===== src/logic/mblh_pkg.sv =====
// Constants shared by both ends of the block-load handshake.
// Assumes a single 10 MHz clock shared by host and controller.
//
// Contract
// - Host drives load request; controller only receives.
// - Request ends block, runs its control operation.
// - Host waits until all four channels finish.
// - Request at least 300ns after transfer end.
// - Block opens with control word, ends request.
// - Dataless clear/set operations still need request.
// - Request during busy is held, started later.
// - Controller holds two block buffers.
// - Busy rises on completion; host waits it.
// - Host may delay request until system ready.
// - Busy goes low when load starts.
`default_nettype none
package mblh_pkg;
   // ****************************************
   // Timing
   // ****************************************
   localparam int CLK_PERIOD_NS = 100;
   localparam int REQ_SETUP_NS = 300;
   // Least time rounds up
   localparam int REQ_SETUP_CYC = (REQ_SETUP_NS + CLK_PERIOD_NS - 1) / CLK_PERIOD_NS;
   localparam int NUM_CHANNELS = 4;
   localparam int LOAD_CYC_DEFAULT = 16;
   localparam int OP_WIDTH = 3;
   // ****************************************
   // Operation codes
   // ****************************************
   localparam logic [2:0] OP_LOAD = 3'h0;
   localparam logic [2:0] OP_CLEAR = 3'h1;
   localparam logic [2:0] OP_SET = 3'h2;
   localparam logic [1:0] BUF_RESET = 2'h0;
endpackage : mblh_pkg
`default_nettype wire


===== src/logic/mblh_if.sv =====
// Handshake wires between host logic and the controller.
// Assumes both ends on the same clock.
`timescale 1ns/10ps
`default_nettype none
interface mblh_if;
   logic block_load_request;
   logic block_loading_busy_n;
   logic [3:0] chan_valid;
   logic [3:0] chan_last;
   logic ctrl_valid;
   logic [2:0] ctrl_op;
   modport host (output block_load_request, input block_loading_busy_n,
      output chan_valid, output chan_last, output ctrl_valid, output ctrl_op);
   modport ctrl (input block_load_request, output block_loading_busy_n,
      input chan_valid, input chan_last, input ctrl_valid, input ctrl_op);
endinterface : mblh_if
`default_nettype wire


===== src/logic/mblh_host.sv =====
// Host end: frames a block, waits channels, setup, then requests.
// Assumes the controller on the same clock.
`timescale 1ns/10ps
`default_nettype none
module mblh_host (
   input wire logic clk,
   input wire logic reset_n,
   input wire logic clk_en,
   mblh_if.host link,
   input wire logic start,
   input wire logic [2:0] op,
   input wire logic [3:0] chan_done,
   input wire logic load_ready,
   output logic idle
);
   typedef enum logic [2:0] {MBLH_H_IDLE, MBLH_H_DATA, MBLH_H_SETUP, MBLH_H_REQ, MBLH_H_WAIT} mblh_hst_t;
   typedef struct packed {
      mblh_hst_t st;
      logic req;
      logic cv;
      logic [2:0] op;
      logic [3:0] seen;
      logic [3:0] cnt;
      logic busy_d;
      logic [3:0] cvld;
      logic [3:0] clast;
      logic idl;
   } mblh_host_t;
   mblh_host_t s_r, s_nxt;
   always_comb begin
      s_nxt = s_r;
      s_nxt.cv = 1'b0;
      s_nxt.busy_d = link.block_loading_busy_n;
      s_nxt.clast = 4'h0;
      case (s_r.st)
         MBLH_H_IDLE: begin
            if (start) begin
               s_nxt.cv = 1'b1;
               s_nxt.op = op;
               s_nxt.seen = 4'h0;
               s_nxt.cvld = (op == mblh_pkg::OP_LOAD) ? 4'hf : 4'h0;
               s_nxt.st = MBLH_H_DATA;
            end
         end
         MBLH_H_DATA: begin
            // channels may finish on different cycles
            s_nxt.seen = s_r.seen | chan_done;
            s_nxt.cvld = s_r.cvld & ~chan_done;
            s_nxt.clast = s_r.cvld & chan_done;
            // clear and set carry no data
            if ((s_nxt.seen == 4'hf) || (s_r.op != mblh_pkg::OP_LOAD)) begin
               s_nxt.cnt = 4'(mblh_pkg::REQ_SETUP_CYC);
               s_nxt.st = MBLH_H_SETUP;
            end
         end
         MBLH_H_SETUP: begin
            if (s_r.cnt != 4'h0) begin
               s_nxt.cnt = s_r.cnt - 4'h1;
            end else if (load_ready) begin
               // request may wait for system ready
               s_nxt.req = 1'b1;
               s_nxt.st = MBLH_H_REQ;
            end
         end
         MBLH_H_REQ: begin
            s_nxt.req = 1'b0;
            s_nxt.st = MBLH_H_WAIT;
         end
         MBLH_H_WAIT: begin
            // wait for busy rising before next block
            if (link.block_loading_busy_n && !s_r.busy_d) begin
               s_nxt.st = MBLH_H_IDLE;
            end
         end
         default: begin
            s_nxt.st = MBLH_H_IDLE;
         end
      endcase
      s_nxt.idl = (s_nxt.st == MBLH_H_IDLE);
   end
   always_ff @(posedge clk or negedge reset_n) begin
      if (!reset_n) begin
         s_r <= '{st: MBLH_H_IDLE, busy_d: 1'b1, idl: 1'b1, default: '0};
      end else if (clk_en) begin
         s_r <= s_nxt;
      end
   end
   assign link.block_load_request = s_r.req;
   assign link.ctrl_valid = s_r.cv;
   assign link.ctrl_op = s_r.op;
   assign link.chan_valid = s_r.cvld;
   assign link.chan_last = s_r.clast;
   assign idle = s_r.idl;
endmodule : mblh_host
`default_nettype wire


===== src/flat_wrapper.sv =====
// flat-port wrapper written by rule: the top's interface ports become plain ports
module mblh_host_flat 
  (clk, reset_n, clk_en, start, op, chan_done, load_ready, idle, link_block_load_request, link_block_loading_busy_n, link_chan_valid, link_chan_last, link_ctrl_valid, link_ctrl_op);
  mblh_if link_i ();
  input wire logic clk;
  input wire logic reset_n;
  input wire logic clk_en;
  input wire logic start;
  input wire logic [2:0] op;
  input wire logic [3:0] chan_done;
  input wire logic load_ready;
  output logic idle;
  output wire logic [$bits(link_i.block_load_request)-1:0] link_block_load_request;
  input wire logic [$bits(link_i.block_loading_busy_n)-1:0] link_block_loading_busy_n;
  output wire logic [$bits(link_i.chan_valid)-1:0] link_chan_valid;
  output wire logic [$bits(link_i.chan_last)-1:0] link_chan_last;
  output wire logic [$bits(link_i.ctrl_valid)-1:0] link_ctrl_valid;
  output wire logic [$bits(link_i.ctrl_op)-1:0] link_ctrl_op;
  assign link_block_load_request = link_i.block_load_request;
  assign link_i.block_loading_busy_n = link_block_loading_busy_n;
  assign link_chan_valid = link_i.chan_valid;
  assign link_chan_last = link_i.chan_last;
  assign link_ctrl_valid = link_i.ctrl_valid;
  assign link_ctrl_op = link_i.ctrl_op;
  mblh_host u_core (.clk(clk), .reset_n(reset_n), .clk_en(clk_en), .link(link_i), .start(start), .op(op), .chan_done(chan_done), .load_ready(load_ready), .idle(idle));
endmodule

===== config.mk =====
export PLATFORM = sky130hd
export DESIGN_NAME = mblh_host_flat
export DESIGN_NICKNAME = d
export VERILOG_FILES = /design/src/logic/mblh_pkg.sv /design/src/logic/mblh_if.sv /design/src/logic/mblh_host.sv /design/src/flat_wrapper.sv
export SDC_FILE = /design/constraint.sdc
export NUM_CORES = 1
export LEC_CHECK = 0
export ABC_AREA = 1
export BUFFER_PORTS_ARGS = -buffer_cell sky130_fd_sc_hd__buf_2
export CAP_MARGIN = 0
export CORE_ASPECT_RATIO = 1.4
export CORE_MARGIN = 8
export CORE_UTILIZATION = 40
export DETAILED_ROUTE_END_ITERATION = 12
export PLACE_DENSITY_LB_ADDON = 0.2
export SYNTH_ARGS = -nofsm -noshare
export SYNTH_HDL_FRONTEND = slang
export SYNTH_SLANG_ARGS = --single-unit

===== constraint.sdc =====
create_clock -name clk -period 1.21 [get_ports clk]
set_input_delay 0.121 -clock clk [delete_from_list [all_inputs] [get_ports clk]]
set_output_delay 0.121 -clock clk [all_outputs]
set_load 0.02 [all_outputs]

### After elaboration in Yosys (flattened, before gate mapping)

Cells that the tools add are included.

* register bits after elaboration: 26
* input bits: 13

* $add $sub $neg: 1
* equality and inequality tests: 10
* multiplexer cells: 17
* bitwise operators: 4
* reductions and logical operators: 15

Operators with widths (count)
* 2-to-1 mux 4 bit: 8
* case mux 4 bit (2 select lines): 3
* case mux 3 bit (5 select lines): 1
* logical NOT 3 bit: 3
* 2-to-1 mux 3 bit: 3
* AND 4 bit: 2
* 2-to-1 mux 8 bit: 1
* AND reduction 4 bit: 2
* == test 3 x 2 -> 1 bit (second input constant): 2
* inequality test 2 bit (second input constant): 3
* AND reduction 3 bit: 2
* nonzero test 2 bit: 3
* == test 4 bit (second input constant): 1
* inequality test 2 x 1 -> 1 bit (second input constant): 2
* NOT 4 bit: 1
* OR 4 bit: 1
* nonzero test 4 bit: 1
* subtractor 4 x 1 -> 4 bit (second input constant): 1
* == test 3 x 1 -> 1 bit (second input constant): 1
* == test 3 bit (second input constant): 1
* nonzero test 3 bit: 1
* case mux 1 bit (2 select lines): 1
* logical AND 1 bit: 1
* logical NOT 1 bit: 1
* logical OR 1 bit: 1

### Longest topological paths before layout

* word-level depth: 6
* mapped depth: 8
* gate-level depth less buffers: 8

### Least setup slack after synthesis

Ideal clock, no wire load.

* path type: register to register
* start: register u_core.s_r[10] (netlist name)
* end: register u_core.s_r[12] (netlist name)
* data arrival time: 1177 ps
* required time: 1093 ps
* setup slack: -84 ps
* cell stages (with the launch flop): 9
* path through: dfrtp_1 inv_1 ha_1 nand2_1 nor2_1 nor3b_4 nand2_2 nand2_1 nand2_1

* longest elaborated chain between the ends: 3
* elaborated cells between the ends (all ways): 6

Ends and longest elaborated chain
* from (decl): line mblh_host.sv:29 `mblh_host_t s_r, s_nxt;`
* from (signal assigned): line mblh_host.sv:85 `s_r <= s_nxt;`
* subtractor 4 x 1 -> 4 bit / nonzero test 4 bit (equally long branches): line mblh_host.sv:58, mblh_host.sv:57
* 2-to-1 mux 4 bit / inequality test 2 x 1 -> 1 bit (equally long branches)
* case mux 4 bit (2 select lines) / AND reduction 4 bit (equally long branches)

Several ways; a longest one is shown, not always the timed one. The select of a mux whose other input is x is not followed.
A chain may end at the register's enable or synchronous reset.

### Worst setup path in the final report

* start: register u_core.s_r[24] (netlist name)
* end: register u_core.s_r (netlist bit u_core.link.chan_valid[1])

* longest elaborated chain between the ends: 3
* elaborated cells between the ends (all ways): 6

Ends and longest elaborated chain
* == test 3 x 1 -> 1 bit / logical NOT 3 bit (equally long branches): line mblh_host.sv:35 `case (s_r.st)`
* nonzero test 2 bit (no source line) / inequality test 2 bit (equally long branches)
* AND reduction 3 bit (no source line)

Several ways; a longest one is shown, not always the timed one.

==> reports/metrics.csv <==
stage,metric,value,unit
floorplan,num_rows,24,
sta,finalWorstSetupSlack,-90.9,ps
critical_path,cp_common_cell,buf_4,
sta,worst_slew_pin_slew,588,ps
cells_and_area,final_layout_size_suffix_gt1_share,46.7,%
drt,ant_nets,0,
sta,fmax,769,MHz
cts,cts_sinks,26,
cells_and_area,num_antenna_cells,0,
cells_and_area,final_common_cell,nand2_1,
critical_path,cp-start-kind,flop,
critical_path,critPathMaxFanout,5,
critical_path,critPathSlowestCell,dfrtp_2,
synthesis,avgSynthCellArea,8.17,um^2
power,ir_worst_vdd,1.40,mV
cells_and_area,fin_cells,249,
floorplan,die_w,64.6,um
cts,clk_pin_slew,90,ps
drt,wire_per_inst,12.9,um
cells_and_area,multi_input_area,634,um^2
critical_path,worstPathRequired,1370,ps
critical_path,crit_type,reg2reg,
drt,viasPerCell,4.82,
global_routing,grt_max_degree,27,
global_routing,first_global_vias,1242,
global_routing,antenna_found_initial,0,
placed_design,post-place-cells,241,
placed_design,gp_congestion,0.812,
global_routing,overflow,0,
cells_and_area,nNetsFinal,225,
cells_and_area,final_core_util,58.1,%
sta,timing.final.crit_share,108,%
sta,maxSlewViolCount,0,
floorplan,start_util,42.0,%
sta,rsz0062_at_grt,true,
sta,fin_crit,1300,ps
cells_and_area,fill_cells,293,
outcome,violations,setup timing,
global_routing,globalRouteTotalUtil,11.9,%
sta,slew_headroom,60.8,%
critical_path,end_kind,flop,
synthesis,syn_area,1320,um^2
sta,hold_viol,0,
global_routing,grt_pass1_wl,5310,um
sta,finalSetupViolations,16,
floorplan,dieArea,5430,um^2
cts,cts-buffers-inserted,3,
worst_hold_path,min_path_type,in2reg,
cts,cts_buffer_depth,2,
power,p_per_area,2150,nW/um^2
drt,vias,1200,
cts,cts-root-buf,clkbuf_8,
synthesis,ys_warn_count,0,
sta,finClkSkew,2.66,ps
sta,worst_hold_slack,72.3,ps
synthesis,ys_ff_latch,26,
synthesis,ys_seq_area_share,49.3,%
cts,cts_tree,done,
drt,drc,0,
synthesis,syn_nets,176,
critical_path,critPathMaxStageDelay,480,ps
drt,drt_pass1_iterations,4,
placed_design,io_buffers,26,
cells_and_area,final_area,1830,um^2
synthesis,syn_inst,162,
run,cap_viol_max_count,0,
drt,routed_wirelength,3210,um
critical_path,path_cells,"inv_2, nand3_4, buf_4, buf_4, nand4_1, nand2_1",
placed_design,dp_slack,-102,ps
drt,drtIter0Drc,49,
cells_and_area,area_delta_synth_final,38.3,%
placed_design,post_dp_cell_area,1640,um^2
critical_path,arrival,1470,ps
floorplan,die_y,84.1,um
floorplan,core-area,3150,um^2
outcome,status,"complete, but fails checks",
cts,htree_num_levels,1,
placed_design,place_hpwl,2430,um
synthesis,synthDistinctLibCells,22,
cells_and_area,seq_area,656,um^2
power,p_leak,0.944,nW
cts,clkLatencyLatePin,270,ps
cells_and_area,final_cell_mix,"nand2_1, buf_2, buf_4",
floorplan,pin_count,27,
area by class of cell:
class                   count  area share [%]
clock inverters             1            1.64
repair buffers             56            20.4
inverters                  12            2.60
multi-input cells         112            34.7
flip-flops and latches     26            35.8
clock buffers               3            2.26
well taps                  39            2.67
metal layers:
metal	up-vias	track usage (%)	wire length (um)
li1	607	-	-
met3	5	2.55	103
met4	0	4.18	41
met2	20	22.2	1730
met5	-	0	0
met1	568	12.5	1340
synthesized netlist by cell type:
library cell   n  share of area, %
xnor2_1        1              0.66
nand4_1        2              0.95
inv_1         10               2.8
a21oi_1        6               2.3
dfstp_2        2               4.0
nor3_1         2              0.76
ha_1           1              0.95
nor2_4         1              0.85
buf_4         11               6.2
nand2_1       52                15
nor3b_4        1               1.4
nor2_1        14               4.0
xor2_1         1              0.66
o21bai_1       1              0.57
o21ai_0       13               4.9
dfrtp_1       24                45
nand3_1        9               3.4
a31oi_1        1              0.47
nand3_2        3               2.3
nand2_2        4               1.9
inv_2          2              0.57
clkbuf_1       1              0.28
repair_timing:
action,in CTS,in global routing
hold endpoints to repair,24,0
resized for setup,19,22
setup buffers,1,2
hold buffers,1,0
pin swaps,4,12
setup endpoints to repair,23,24
worst paths after layout:
path                                           start                        end  slack (ps)  cells after the start
setup / recovery                      u_core.s_r[24]  u_core.link.chan_valid[1]         -90                      6
min in group asynchronous                    reset_n             u_core.s_r[10]         370                      2
hold / removal             link_block_loading_busy_n              u_core.s_r[9]          70                      3
hold reg to reg               u_core.link.ctrl_valid     u_core.link.ctrl_valid         490                      2
max in group asynchronous                    reset_n             u_core.s_r[24]         420                      2
setup reg to reg                      u_core.s_r[24]  u_core.link.chan_valid[1]         -90                      6
through the flow:
stage | total power [W] | TNS [ps]
after detailed placement | 0.00298 | -1210
final | 0.00394 | -1000
after CTS | 0.00384 | -1280
after global routing | 0.00419 | -2370
after floorplan | 0.00236 | -298
after global placement | 0.00292 | -553
logic make-up after synthesis:
logic type                 after synthesis  synth area share (%)
xor gates and xnor gates                 2                  1.32
and+or+nand+nor                         88                  30.2
adders and majority gates                1                 0.945
AOI/OAI and AO/OA                       21                  8.22
buffers and inverters                   24                  9.92
DFF                                     26                  49.3
critical path, delay by kind of cell (launching register included):
kind / cells / cell delay [ps]
DFF: 1 / 480
and+or+nand+nor: 3 / 330
buffers and inverters: 3 / 380
power by group:
part / switching (W) / internal [W] / leakage, nW
Combinational: 0.00101 / 0.000865 / 0.573
Clock: 0.000279 / 0.000443 / 0.0357
Sequential: 0.000199 / 0.00114 / 0.335
sequential cells by signal (all words and copies together) (netlist names):
register                        flops
u_core.s_r                         12
u_core.link.chan_valid              4
u_core.link.block_load_request      1
u_core.idle                         1
u_core.link.ctrl_valid              1
u_core.link.ctrl_op                 3
u_core.link.chan_last               4
(Power assumes the default switching activity.)
